===== src/design/ilas_cfg_pkg.sv =====
// shared constants, mode table and field sums for the lane alignment parameter set
package ilas_cfg_pkg;
  localparam int MODE_W      = 5;
  localparam int KM1_W       = 5;
  localparam int DID_W       = 8;
  localparam int IDX_W       = 4;
  localparam int LANE_W      = 3;
  localparam int LANES_MAX   = 8;
  localparam int LINKS_MAX   = 2;
  localparam logic [3:0] CHKSUM_IDX = 4'hD;
  localparam logic [5:0] K_MAX      = 6'h20;
  // reset values of the configuration
  localparam logic [4:0] MODE_RST = 5'h00;
  localparam logic [4:0] KM1_RST  = 5'h1F;
  localparam logic [7:0] DID_RST  = 8'h00;
  localparam logic       SCR_RST  = 1'b0;
  // fields that never change
  localparam logic [3:0] ADJCNT_VAL    = 4'h0;
  localparam logic [3:0] BID_VAL       = 4'h0;
  localparam logic       ADJDIR_VAL    = 1'b0;
  localparam logic       PHADJ_VAL     = 1'b0;
  localparam logic [1:0] CS_ILAS_VAL   = 2'h0;
  localparam logic       HD_VAL        = 1'b0;
  localparam logic [4:0] CF_VAL        = 5'h00;
  localparam logic [2:0] JESDV_VAL     = 3'h1;
  localparam logic [2:0] SUBCLASSV_VAL = 3'h1;
  localparam logic [7:0] RES1_VAL      = 8'h00;
  localparam logic [7:0] RES2_VAL      = 8'h00;
  // serializer pll is bypassed when one bit per lane per clock
  localparam logic [4:0] R_X4_BYPASS   = 5'h04;

  typedef struct packed {
    logic       valid;
    logic [4:0] dec;
    logic       des;
    logic [1:0] links;
    logic [4:0] n;
    logic [1:0] cs;
    logic [4:0] np;
    logic [3:0] l;
    logic [3:0] m;
    logic [3:0] f;
    logic [3:0] s;
    logic [4:0] r_x4;
    logic [4:0] k_min;
    logic [1:0] k_step;
  } mode_type;

  function automatic mode_type mode_lookup(input logic [4:0] sel);
    mode_type t;
    case (sel)
      5'h00: t = '{1'b1,5'h01,1'b1,2'h2,5'h0C,2'h0,5'h0C,4'h4,4'h4,4'h8,4'h5,5'h10,5'h03,2'h1};
      5'h01: t = '{1'b1,5'h01,1'b1,2'h2,5'h0C,2'h0,5'h0C,4'h8,4'h8,4'h8,4'h5,5'h08,5'h03,2'h1};
      5'h02: t = '{1'b1,5'h01,1'b0,2'h2,5'h0C,2'h0,5'h0C,4'h4,4'h4,4'h8,4'h5,5'h10,5'h03,2'h1};
      5'h03: t = '{1'b1,5'h01,1'b0,2'h2,5'h0C,2'h0,5'h0C,4'h8,4'h8,4'h8,4'h5,5'h08,5'h03,2'h1};
      5'h04: t = '{1'b1,5'h01,1'b1,2'h2,5'h08,2'h0,5'h08,4'h2,4'h1,4'h1,4'h2,5'h14,5'h12,2'h2};
      5'h05: t = '{1'b1,5'h01,1'b1,2'h2,5'h08,2'h0,5'h08,4'h4,4'h1,4'h1,4'h4,5'h0A,5'h12,2'h2};
      5'h06: t = '{1'b1,5'h01,1'b0,2'h2,5'h08,2'h0,5'h08,4'h2,4'h1,4'h1,4'h2,5'h14,5'h12,2'h2};
      5'h07: t = '{1'b1,5'h01,1'b0,2'h2,5'h08,2'h0,5'h08,4'h4,4'h1,4'h1,4'h4,5'h0A,5'h12,2'h2};
      5'h09: t = '{1'b1,5'h02,1'b0,2'h2,5'h0F,2'h1,5'h10,4'h4,4'h1,4'h2,4'h4,5'h0A,5'h09,2'h1};
      5'h0A: t = '{1'b1,5'h04,1'b0,2'h2,5'h0F,2'h1,5'h10,4'h2,4'h2,4'h2,4'h1,5'h14,5'h09,2'h1};
      5'h0B: t = '{1'b1,5'h04,1'b0,2'h2,5'h0F,2'h1,5'h10,4'h4,4'h2,4'h2,4'h2,5'h0A,5'h09,2'h1};
      5'h0C: t = '{1'b1,5'h04,1'b0,2'h2,5'h0C,2'h0,5'h0C,4'h8,4'h8,4'h8,4'h5,5'h04,5'h03,2'h1};
      5'h0D: t = '{1'b1,5'h08,1'b0,2'h2,5'h0F,2'h1,5'h10,4'h1,4'h2,4'h4,4'h1,5'h14,5'h05,2'h1};
      5'h0E: t = '{1'b1,5'h08,1'b0,2'h2,5'h0F,2'h1,5'h10,4'h2,4'h2,4'h2,4'h1,5'h0A,5'h09,2'h1};
      5'h0F: t = '{1'b1,5'h10,1'b0,2'h1,5'h0F,2'h1,5'h10,4'h1,4'h4,4'h8,4'h1,5'h14,5'h03,2'h1};
      5'h10: t = '{1'b1,5'h10,1'b0,2'h2,5'h0F,2'h1,5'h10,4'h1,4'h2,4'h4,4'h1,5'h0A,5'h05,2'h1};
      5'h11: t = '{1'b1,5'h01,1'b1,2'h2,5'h08,2'h0,5'h08,4'h8,4'h1,4'h1,4'h8,5'h05,5'h12,2'h2};
      5'h12: t = '{1'b1,5'h01,1'b0,2'h2,5'h08,2'h0,5'h08,4'h8,4'h1,4'h1,4'h8,5'h05,5'h12,2'h2};
      default: t = '0;
    endcase
    return t;
  endfunction

  // K is allowed when within range and on the mode's step
  function automatic logic k_allowed(input mode_type t, input logic [4:0] km1);
    logic [5:0] k;
    logic [5:0] off;
    k   = {1'b0, km1} + 6'h01;
    off = k - {1'b0, t.k_min};
    return t.valid && (k >= {1'b0, t.k_min}) && (k <= K_MAX)
           && ((t.k_step != 2'h2) || !off[0]);
  endfunction

  // sum of the parameter fields packed in one octet
  function automatic logic [7:0] field_sum(input logic [3:0] idx, input logic [7:0] o);
    case (idx)
      4'h1:    return 8'(o[7:4]) + 8'(o[3:0]);
      4'h2:    return 8'(o[6]) + 8'(o[5]) + 8'(o[4:0]);
      4'h3:    return 8'(o[7]) + 8'(o[4:0]);
      4'h5:    return 8'(o[4:0]);
      4'h7:    return 8'(o[7:6]) + 8'(o[4:0]);
      4'h8,
      4'h9:    return 8'(o[7:5]) + 8'(o[4:0]);
      4'hA:    return 8'(o[7]) + 8'(o[4:0]);
      4'h0,
      4'h4,
      4'h6,
      4'hB,
      4'hC:    return o;
      default: return 8'h00;
    endcase
  endfunction
endpackage


===== src/design/ilas_link_if.sv =====
// configuration and alignment parameter carrier between converter and receiver
`timescale 1ns/1ps
`default_nettype none
interface ilas_link_if;
  logic        cfg_load;
  logic [4:0]  link_mode_select;
  logic [4:0]  frames_per_multiframe_minus_one;
  logic [7:0]  did;
  logic        scr_en;
  logic        sync_req;
  logic        octet_valid;
  logic [7:0]  octet;
  logic [3:0]  octet_index;
  logic        octet_link;
  logic [2:0]  octet_lane;
  logic [15:0] lane_enable;

  modport dev (
    input  cfg_load, link_mode_select, frames_per_multiframe_minus_one, did, scr_en,
    input  sync_req,
    output octet_valid, octet, octet_index, octet_link, octet_lane, lane_enable
  );
  modport host (
    output cfg_load, link_mode_select, frames_per_multiframe_minus_one, did, scr_en,
    output sync_req,
    input  octet_valid, octet, octet_index, octet_link, octet_lane, lane_enable
  );
endinterface
`default_nettype wire


===== src/design/jesd_mode_ilas_param_gen.sv =====
// converter end: mode decode and lane alignment parameter generation
`timescale 1ns/1ps
`default_nettype none
// Function
// - one mode selector derives every link format parameter
// - interleave flag one single-channel, zero dual-channel
// - line rate factor sets pll multiply or bypass
// - host writes allowed K, device uses it
// - full parameter set sent on every lane
// - fixed fields zero, versions one
// - CS always reported zero
// - HD reported zero, no split samples
// - programmed DID sent as link identifier
// - scrambling choice reported in SCR
// - checksum is field sum modulo 256
// - M taken from mode for packing
// - lane identifier from lane position
// - N prime reported separately from N
// - host picks only listed modes
// - lowest lanes used, upper lanes powered down
// - second link reports DID plus one
module jesd_mode_ilas_param_gen #(
  parameter int LANES_PER_LINK = 8,
  parameter int LINK_COUNT     = 2
) (
  input  wire logic       i_core_clk,
  input  wire logic       i_sys_rst,
  ilas_link_if.dev        link,
  output logic [4:0]      o_decimation,
  output logic            o_interleave,
  output logic [1:0]      o_link_count,
  output logic [4:0]      o_line_rate_x4,
  output logic            o_serdes_pll_bypass,
  output logic [5:0]      o_multiframe_frames,
  output logic            o_mode_valid,
  output logic            o_busy
);
  if (LANES_PER_LINK != ilas_cfg_pkg::LANES_MAX || LINK_COUNT != ilas_cfg_pkg::LINKS_MAX) begin
    $error("lane and link counts are fixed by the mode table");
  end

  typedef enum {ST_IDLE, ST_SEND} state_type;

  state_type              state;
  state_type              next_state;
  ilas_cfg_pkg::mode_type cfg;
  ilas_cfg_pkg::mode_type next_cfg;
  logic [4:0]  mode_sel;
  logic [4:0]  km1;
  logic [7:0]  did;
  logic        scr;
  logic        sync_prev;
  logic        lnk;
  logic [2:0]  lane;
  logic [3:0]  idx;
  logic        oct_valid;
  logic [7:0]  oct;
  logic [3:0]  oct_idx;
  logic        oct_link;
  logic [2:0]  oct_lane;
  logic [15:0] lane_en;
  logic [4:0]  next_mode_sel;
  logic [4:0]  next_km1;
  logic [7:0]  next_did;
  logic        next_scr;
  logic        next_lnk;
  logic [2:0]  next_lane;
  logic [3:0]  next_idx;
  logic        next_oct_valid;
  logic [7:0]  next_oct;
  logic [3:0]  next_oct_idx;
  logic        next_oct_link;
  logic [2:0]  next_oct_lane;
  logic [15:0] next_lane_en;
  logic        next_sync_prev;
  logic [7:0]  eff_did;
  logic [7:0]  chk;
  logic        last_lane;
  logic        last_link;

  // one octet of the parameter set for the current lane
  function automatic logic [7:0] build_octet(
    input ilas_cfg_pkg::mode_type c,
    input logic [3:0] i,
    input logic [7:0] d,
    input logic [2:0] lid,
    input logic       s,
    input logic [4:0] k1
  );
    case (i)
      4'h0:    return d;
      4'h1:    return {ilas_cfg_pkg::ADJCNT_VAL, ilas_cfg_pkg::BID_VAL};
      4'h2:    return {1'b0, ilas_cfg_pkg::ADJDIR_VAL, ilas_cfg_pkg::PHADJ_VAL, 2'h0, lid};
      4'h3:    return {s, 3'h0, c.l - 4'h1};
      4'h4:    return {4'h0, c.f - 4'h1};
      4'h5:    return {3'h0, k1};
      4'h6:    return {4'h0, c.m - 4'h1};
      4'h7:    return {ilas_cfg_pkg::CS_ILAS_VAL, 1'b0, c.n - 5'h01};
      4'h8:    return {ilas_cfg_pkg::SUBCLASSV_VAL, c.np - 5'h01};
      4'h9:    return {ilas_cfg_pkg::JESDV_VAL, 1'b0, c.s - 4'h1};
      4'hA:    return {ilas_cfg_pkg::HD_VAL, 2'h0, ilas_cfg_pkg::CF_VAL};
      4'hB:    return ilas_cfg_pkg::RES1_VAL;
      4'hC:    return ilas_cfg_pkg::RES2_VAL;
      default: return 8'h00;
    endcase
  endfunction

  assign eff_did   = did + {7'h00, lnk};
  assign last_lane = ({1'b0, lane} == cfg.l - 4'h1);
  assign last_link = ({1'b0, lnk} == cfg.links - 2'h1);

  always_comb begin
    chk = 8'h00;
    // wraps naturally at eight bits, giving the modulo 256 sum
    for (int i = 0; i < int'(ilas_cfg_pkg::CHKSUM_IDX); i++) begin
      chk = chk + ilas_cfg_pkg::field_sum(4'(i), build_octet(cfg, 4'(i), eff_did, lane, scr, km1));
    end
  end

  always_comb begin
    next_state     = state;
    next_mode_sel  = mode_sel;
    next_km1       = km1;
    next_did       = did;
    next_scr       = scr;
    next_lnk       = lnk;
    next_lane      = lane;
    next_idx       = idx;
    next_oct_valid = 1'b0;
    next_oct       = oct;
    next_oct_idx   = oct_idx;
    next_oct_link  = oct_link;
    next_oct_lane  = oct_lane;
    next_sync_prev = link.sync_req;
    // whole mode follows from the selector alone
    next_cfg       = ilas_cfg_pkg::mode_lookup(mode_sel);
    for (int b = 0; b < LANES_PER_LINK * LINK_COUNT; b++) begin
      // lowest lanes of each used link stay on
      next_lane_en[b] = next_cfg.valid && ((b / LANES_PER_LINK) < int'(next_cfg.links))
                        && ((b % LANES_PER_LINK) < int'(next_cfg.l));
    end
    case (state)
      ST_IDLE: begin
        // changing the set mid-sequence would corrupt the checksum
        if (link.cfg_load) begin
          next_mode_sel = link.link_mode_select;
          next_km1      = link.frames_per_multiframe_minus_one;
          next_did      = link.did;
          next_scr      = link.scr_en;
        end else if (link.sync_req && !sync_prev && cfg.valid) begin
          next_state = ST_SEND;
          next_lnk   = 1'b0;
          next_lane  = 3'h0;
          next_idx   = 4'h0;
        end
      end
      ST_SEND: begin
        next_oct_valid = 1'b1;
        next_oct       = (idx == ilas_cfg_pkg::CHKSUM_IDX) ? chk
                         : build_octet(cfg, idx, eff_did, lane, scr, km1);
        next_oct_idx   = idx;
        next_oct_link  = lnk;
        next_oct_lane  = lane;
        next_idx       = idx + 4'h1;
        if (idx == ilas_cfg_pkg::CHKSUM_IDX) begin
          next_idx = 4'h0;
          if (!last_lane) begin
            next_lane = lane + 3'h1;
          end else if (!last_link) begin
            next_lane = 3'h0;
            next_lnk  = 1'b1;
          end else begin
            next_state = ST_IDLE;
          end
        end
      end
      default: next_state = ST_IDLE;
    endcase
  end

  always_ff @(posedge i_core_clk) begin
    if (i_sys_rst) begin
      state     <= ST_IDLE;
      cfg       <= '0;
      mode_sel  <= ilas_cfg_pkg::MODE_RST;
      km1       <= ilas_cfg_pkg::KM1_RST;
      did       <= ilas_cfg_pkg::DID_RST;
      scr       <= ilas_cfg_pkg::SCR_RST;
      sync_prev <= 1'b0;
      lnk       <= 1'b0;
      lane      <= 3'h0;
      idx       <= 4'h0;
      oct_valid <= 1'b0;
      oct       <= 8'h00;
      oct_idx   <= 4'h0;
      oct_link  <= 1'b0;
      oct_lane  <= 3'h0;
      lane_en   <= 16'h0000;
    end else begin
      state     <= next_state;
      cfg       <= next_cfg;
      mode_sel  <= next_mode_sel;
      km1       <= next_km1;
      did       <= next_did;
      scr       <= next_scr;
      sync_prev <= next_sync_prev;
      lnk       <= next_lnk;
      lane      <= next_lane;
      idx       <= next_idx;
      oct_valid <= next_oct_valid;
      oct       <= next_oct;
      oct_idx   <= next_oct_idx;
      oct_link  <= next_oct_link;
      oct_lane  <= next_oct_lane;
      lane_en   <= next_lane_en;
    end
  end

  assign link.octet_valid = oct_valid;
  assign link.octet       = oct;
  assign link.octet_index = oct_idx;
  assign link.octet_link  = oct_link;
  assign link.octet_lane  = oct_lane;
  assign link.lane_enable = lane_en;
  assign o_decimation        = cfg.dec;
  assign o_interleave        = cfg.des;
  assign o_link_count        = cfg.links;
  assign o_line_rate_x4      = cfg.r_x4;
  assign o_serdes_pll_bypass = cfg.valid && (cfg.r_x4 == ilas_cfg_pkg::R_X4_BYPASS);
  assign o_multiframe_frames = {1'b0, km1} + 6'h01;
  assign o_mode_valid        = cfg.valid;
  assign o_busy              = (state == ST_SEND);
endmodule
`default_nettype wire


===== src/flat_wrapper.sv =====
// flat-port wrapper written by rule: the top's interface ports become plain ports
module jesd_mode_ilas_param_gen_flat 
#(
  parameter int LANES_PER_LINK = 8,
  parameter int LINK_COUNT     = 2
)
  (i_core_clk, i_sys_rst, o_decimation, o_interleave, o_link_count, o_line_rate_x4, o_serdes_pll_bypass, o_multiframe_frames, o_mode_valid, o_busy, link_cfg_load, link_link_mode_select, link_frames_per_multiframe_minus_one, link_did, link_scr_en, link_sync_req, link_octet_valid, link_octet, link_octet_index, link_octet_link, link_octet_lane, link_lane_enable);
  ilas_link_if link_i ();
  input  wire logic i_core_clk;
  input  wire logic i_sys_rst;
  output logic [4:0] o_decimation;
  output logic o_interleave;
  output logic [1:0] o_link_count;
  output logic [4:0] o_line_rate_x4;
  output logic o_serdes_pll_bypass;
  output logic [5:0] o_multiframe_frames;
  output logic o_mode_valid;
  output logic o_busy;
  input wire logic [$bits(link_i.cfg_load)-1:0] link_cfg_load;
  input wire logic [$bits(link_i.link_mode_select)-1:0] link_link_mode_select;
  input wire logic [$bits(link_i.frames_per_multiframe_minus_one)-1:0] link_frames_per_multiframe_minus_one;
  input wire logic [$bits(link_i.did)-1:0] link_did;
  input wire logic [$bits(link_i.scr_en)-1:0] link_scr_en;
  input wire logic [$bits(link_i.sync_req)-1:0] link_sync_req;
  output wire logic [$bits(link_i.octet_valid)-1:0] link_octet_valid;
  output wire logic [$bits(link_i.octet)-1:0] link_octet;
  output wire logic [$bits(link_i.octet_index)-1:0] link_octet_index;
  output wire logic [$bits(link_i.octet_link)-1:0] link_octet_link;
  output wire logic [$bits(link_i.octet_lane)-1:0] link_octet_lane;
  output wire logic [$bits(link_i.lane_enable)-1:0] link_lane_enable;
  assign link_i.cfg_load = link_cfg_load;
  assign link_i.link_mode_select = link_link_mode_select;
  assign link_i.frames_per_multiframe_minus_one = link_frames_per_multiframe_minus_one;
  assign link_i.did = link_did;
  assign link_i.scr_en = link_scr_en;
  assign link_i.sync_req = link_sync_req;
  assign link_octet_valid = link_i.octet_valid;
  assign link_octet = link_i.octet;
  assign link_octet_index = link_i.octet_index;
  assign link_octet_link = link_i.octet_link;
  assign link_octet_lane = link_i.octet_lane;
  assign link_lane_enable = link_i.lane_enable;
  jesd_mode_ilas_param_gen #(.LANES_PER_LINK(LANES_PER_LINK), .LINK_COUNT(LINK_COUNT)) u_core (.i_core_clk(i_core_clk), .i_sys_rst(i_sys_rst), .link(link_i), .o_decimation(o_decimation), .o_interleave(o_interleave), .o_link_count(o_link_count), .o_line_rate_x4(o_line_rate_x4), .o_serdes_pll_bypass(o_serdes_pll_bypass), .o_multiframe_frames(o_multiframe_frames), .o_mode_valid(o_mode_valid), .o_busy(o_busy));
endmodule

===== config.mk =====
export PLATFORM = sky130hd
export DESIGN_NAME = jesd_mode_ilas_param_gen_flat
export DESIGN_NICKNAME = d
export VERILOG_FILES = /design/src/design/ilas_cfg_pkg.sv /design/src/design/ilas_link_if.sv /design/src/design/jesd_mode_ilas_param_gen.sv /design/src/flat_wrapper.sv
export SDC_FILE = /design/constraint.sdc
export NUM_CORES = 1
export LEC_CHECK = 0
export ABC_CLOCK_PERIOD_IN_PS = 4800
export BUFFER_PORTS_ARGS = -buffer_cell sky130_fd_sc_hd__buf_2
export CAP_MARGIN = 20
export CORE_MARGIN = 4
export CORE_UTILIZATION = 50
export DETAILED_ROUTE_END_ITERATION = 8
export HOLD_SLACK_MARGIN = 0.1
export PLACE_DENSITY = 0.79
export SYNTH_ARGS = -nofsm -noshare
export SYNTH_HDL_FRONTEND = slang
export SYNTH_SLANG_ARGS = --single-unit

===== constraint.sdc =====
create_clock -name i_core_clk -period 4.8 [get_ports i_core_clk]
set_clock_uncertainty 0.2 [all_clocks]
set_input_delay 0.96 -clock i_core_clk [delete_from_list [all_inputs] [get_ports i_core_clk]]
set_output_delay 0.96 -clock i_core_clk [all_outputs]
set_load 0.01 [all_outputs]

# == Yosys cells after proc, flatten, opt, wreduce, memory -nomap -nowiden ==
# Memory sizes are Yosys's and may differ from the RTL's. A register that Yosys moved wholly into a read port is not among the register bits.
# Index checks and enable logic that the tools add are counted.
# classes
add_sub_neg,22
mux,27
n_eq_ne,21
n_lt_le_gt_ge,10
n_reduce_logical,30
# op_table
op,n
$mux 32,5
$pmux 8 s9,1
$pmux 32 s2,1
$eq 32x1->1 const B,1
$eq 32x2->1 const B,1
$logic_not 32->1,1
$add 8x8->8,3
$logic_and 1x1->1,21
$add 8x4->8,2
$add 8x5->8,2
$eq 4x3->1 const B,4
$lt 3x4->1 const A,4
$sub 4x1->4 const B,4
$mux 3,5
$eq 4x4->1 const B,3
$mux 4,3
$mux 5,2
$reduce_and 5->1,2
$sub 5x1->5 const B,2
$add 8x1->8,1
$add 8x3->8,1
$eq 4x2->1 const B,2
$lt 1x4->1 const A,2
$lt 2x4->1 const A,2
other kinds (25),35
# word_totals
in_bits,23
rom_bits,1440
reg_bits,133
output_inout_bits,55
n_memories,1
word_cells,137
# mem_list
memory,words,word_bits,rd,rd_clocked_by_memory_dff,wr,line_no,text
(name not given),32,45,1,1,0,ilas_cfg_pkg.sv:51,case (sel)

# == Logic depth before layout (Yosys ltp) ==
# depth
word_depth,10
depth_mapped,21
mapped_depth_nobuf,21

# == Worst setup path before layout ==
# No wires, ideal clock.
# synth_timing
path_kind,reg2reg
startpoint,reg u_core.cfg[12] in the netlist's numbering
endpoint,"reg u_core.oct[7], in the netlist u_core.link.octet[7]"
n_path_buf,0
arrival_ns,4.730
setup_ns,0.063
slack_ns,-0.192
stages_incl_launch_ff,21
path_cell_list,dfxtp_1 inv_1 ha_1 nor2b_1 xnor2_1 nor2_1 a21oi_1 nor2_1 xor2_1 fa_1 fa_1 fa_1 inv_1 fa_1 inv_1 ha_1 a21o_1 nand2_1 a31oi_1 or4_1 nand3_1
# synth_via
elab_chain_cells,4
# synth_lines
element,line_no,text
start: declaration,jesd_mode_ilas_param_gen.sv:46,ilas_cfg_pkg::mode_type cfg;
start signal: assignment,jesd_mode_ilas_param_gen.sv:201,cfg <= next_cfg;
$sub 4x1->4,jesd_mode_ilas_param_gen.sv:100,"4'h9: return {ilas_cfg_pkg::JESDV_VAL, 1'b0, c.s - 4'h1};"
$add 1x4->5,ilas_cfg_pkg.sv:94,4'h9: return 8'(o[7:5]) + 8'(o[4:0]);
$add 8x8->8,jesd_mode_ilas_param_gen.sv:116,"chk = chk + ilas_cfg_pkg::field_sum(4'(i), build_octet(cfg, 4'(i), eff_did, lane, scr, km1));"
$mux 8,jesd_mode_ilas_param_gen.sv:159,next_oct = (idx == ilas_cfg_pkg::CHKSUM_IDX) ? chk
end signal: assignment,jesd_mode_ilas_param_gen.sv:211,oct <= next_oct;
end: declaration,jesd_mode_ilas_param_gen.sv:57,logic [7:0] oct;
# Every way passes these cells.
# A chain may end at the register's enable or synchronous reset.

# == Final worst setup path ==
# Same ends and word-level chain as after synthesis.

==> metrics.cfg <==
[timing]
rsz0062_at_grt = yes
finalHoldViolCount = 0
worst_hold_slack_ns = 0.236
tightestPinTransition_ns = 0.885
finalCritPeriodShare_pct = 97.9
fin_crit_ns = 4.70
setup_viol = 0
slew_violations = 0
layout_setup_ws_ns = 0.100
maxSlewHeadroom_pct = 40.9
max_freq_mhz = 213

[finish]
utilization_pct = 61.1
multi_input_area_mm2 = 0.00384
area_growth_pct = 19.1
fin_nets = 927
n_fill_cell = 1104
final_area_mm2 = 0.00813
diodes = 0
ff_latch_area_mm2 = 0.00257
drive_gt1_share_pct = 23.6

[synthesis]
yosysSeqAreaShare_pct = 37.6
synth_edf_count = 0
netlist_instances = 751
ys_ff_latch = 128
synth_ff_type = dfxtp_1
postSynth.asyncResetShare_pct = 0
ys_warn_count = 0
synth_nets = 843
syn_area_mm2 = 0.00682
synth_cell_types = 69
synth_area_per_cell_um2 = 9.09

[drt]
drtIter0Drc = 350
ant_nets = 0
drcViolationCount = 0
drt_pass1_iterations = 5
viasPerCell = 5.29
routedWlPerCell_um = 16.0
totalWireLength_um = 16300
vias = 5416

[clock_network]
clk_latency_ns = 0.42
path_clk_slew_ns = 0.06
cts_inserted_buffers = 17
cts_tree = done
root_buffer = clkbuf_16
cts.sinks = 128
cts_hold_buffers = 0
h-tree-depth = 4
clockBufferDepth = 2

[setup_path]
worstSetupStartpoint = u_core.cfg[12]
reg2reg_from = u_core.cfg[12]
start_kind = flop
cp.required_ns = 4.95
critical_path.max_fanout = 3
critPathKind = flop to flop
critPathCaptureType = flop
critPathArrivalTime_ns = 4.85

[min_path]
hp-start = u_core.next_cfg[23]
hp-class = flop to flop

[grt]
grt_usage_pct = 21.3
grt_pass1_wl_um = 26700
gr-total-overflow = 0
antenna_found_initial = 0
grt_pass1_vias = 5236
grt_util_met3_pct = 4.89
grt_busiest_layer = met2
use_met1_pct = 26.7
grt_max_degree = 71
use_met2_pct = 36.0

[power_and_ir_drop]
p_leak_nw = 3.66
ir_worst_vdd_uv = 549
power_density_mw_per_mm2 = 620
finalPower_mw = 5.04

[status]
status = finished clean

[placement]
gp_congestion = 0.924
dp_slack_ns = -0.0645
dpl_cell_area_mm2 = 0.00745
dpl.hpwl_um = 12000
numPortBuffers = 77

[die]
num_rows = 42
initial_core_util_pct = 51.3
die_y_um = 125
io_pins = 78
die-area_mm2 = 0.0156
fp.dieW_um = 125
core_area_mm2 = 0.0133

[job]
maxCapViolations = 0

-- Yosys cell counts (all sizes together) (6+ instances only) --
| library cell | instances | share of area (%) |
|---|---|---|
| dfxtp | 128 | 38 |
| mux2i | 16 | 2.3 |
| a211oi | 10 | 1.1 |
| nor2 | 86 | 5.0 |
| buf | 34 | 3.4 |
| nand3 | 14 | 1.0 |
| a211o | 7 | 0.90 |
| o21ai | 21 | 1.5 |
| inv | 72 | 4.0 |
| nor3 | 14 | 1.0 |
| a21oi | 36 | 2.8 |
| xnor2 | 19 | 2.4 |
| clkbuf | 16 | 0.90 |
| a21o | 6 | 0.66 |
| nand2 | 59 | 3.2 |
| o21a | 6 | 0.66 |
| fa | 30 | 8.8 |
| ha | 39 | 7.2 |
| nor2b | 40 | 3.8 |
| xor2 | 20 | 2.6 |
-- worst max-delay path, cell delays in order, from the launching register on --
cell     delay, ns
dfxtp_2       0.33
inv_2         0.05
ha_4          0.27
nor2b_4       0.04
xnor2_2       0.12
nor2_1        0.13
a21oi_1       0.05
nor2_1        0.13
xor2_1        0.22
fa_1          0.47
fa_2          0.46
fa_1          0.50
inv_2         0.04
fa_1          0.51
inv_2         0.05
ha_4          0.22
a21o_1        0.18
nand2_2       0.09
a31oi_4       0.09
or4_1         0.40
nand3_1       0.08
-- sequential cells by signal, indices dropped and copies added, names as in the netlist, 2 cells and up --
signal / cells
u_core.cfg: 19
u_core.did: 8
u_core.idx: 4
u_core.km1: 5
u_core.lane: 3
u_core.link.lane_enable: 16
u_core.link.octet: 8
u_core.link.octet_index: 4
u_core.link.octet_lane: 3
u_core.mode_sel: 5
u_core.next_cfg: 33
u_core.o_decimation: 5
u_core.o_line_rate_x4: 5
u_core.o_link_count: 2
-- area by class of cell --
cell class / count / area share, %
Multi-Input combinational cell: 500 / 47.3
Clock inverter: 13 / 1.40
Timing Repair Buffer: 115 / 8.30
Tap cell: 176 / 2.71
Inverter: 73 / 3.37
Clock buffer: 19 / 5.33
Sequential cell: 128 / 31.6
-- cell families (layout without fill, tap and decap cells) --
group	count (synthesis)	after routing	share of synthesized area, %
fa+ha+maj	69	69	16.0
flops	128	128	37.6
xor+xnor	39	39	5.01
compound gates	125	125	12.3
simple gates	249	249	18.2
mux	18	18	2.68
buf+inv	123	220	8.36
-- placed cells by master (no fill, tap or decap), types with 5 or more instances in the layout --
| master | synthesis | layout |
|---|---|---|
| dfxtp_1 | 128 | 125 |
| nor2_1 | 84 | 82 |
| buf_2 | 8 | 77 |
| inv_1 | 69 | 63 |
| nand2_1 | 59 | 58 |
| nor2b_1 | 39 | 37 |
| buf_4 | 14 | 37 |
| a21oi_1 | 34 | 33 |
| ha_1 | 39 | 33 |
| fa_1 | 30 | 27 |
| xor2_1 | 20 | 20 |
| xnor2_1 | 19 | 17 |
| clkbuf_16 | 0 | 17 |
| mux2i_1 | 16 | 16 |
| o21ai_0 | 18 | 15 |
| nand3_1 | 14 | 14 |
| nor3_1 | 14 | 13 |
| a211oi_1 | 10 | 10 |
| inv_2 | 3 | 9 |
| a211o_1 | 7 | 7 |
| o21a_1 | 6 | 6 |
| a21o_1 | 6 | 6 |
| a22oi_1 | 5 | 5 |
| nand4_1 | 5 | 5 |
| ha_4 | 0 | 5 |
| clkinvlp_4 | 0 | 5 |
-- per-stage QoR --
step / TNS [ns] / std cells
5_1_grt: -0.383 / 1024
2_1_floorplan: -0.0190 / 751
4_1_cts: 0 / 1023
3_5_place_dp: -0.161 / 991
6_report: 0 / 1024
3_3_place_gp: 0 / 991
-- metal layers --
| layer | vias up | wire length [µm] |
|---|---|---|
| met5 | - | 0 |
| met4 | 0 | 284 |
| met3 | 25 | 1030 |
| met2 | 178 | 8060 |
| met1 | 2571 | 6960 |
| li1 | 2642 | - |
-- power breakdown --
part | internal, mW | switching, mW
registers | 1.14 | 0.0431
clock network | 0.710 | 0.476
logic | 1.32 | 1.35
-- final timing paths --
path	cells past startpoint	to	slack, ns
max	20	u_core.link.octet[7]	0.1
min	1	u_core.cfg[23]	0.24
max reg2reg	20	u_core.link.octet[7]	0.1
min reg2reg	1	u_core.cfg[23]	0.24
-- repair_timing --
item                                    in CTS  in global routing
endpoints found under the setup margin       4                  7
buffers inserted                             0                  1
pin swaps                                    7                 39
gates resized for setup                     10                 25
Power figures use the tool's default switching activity.
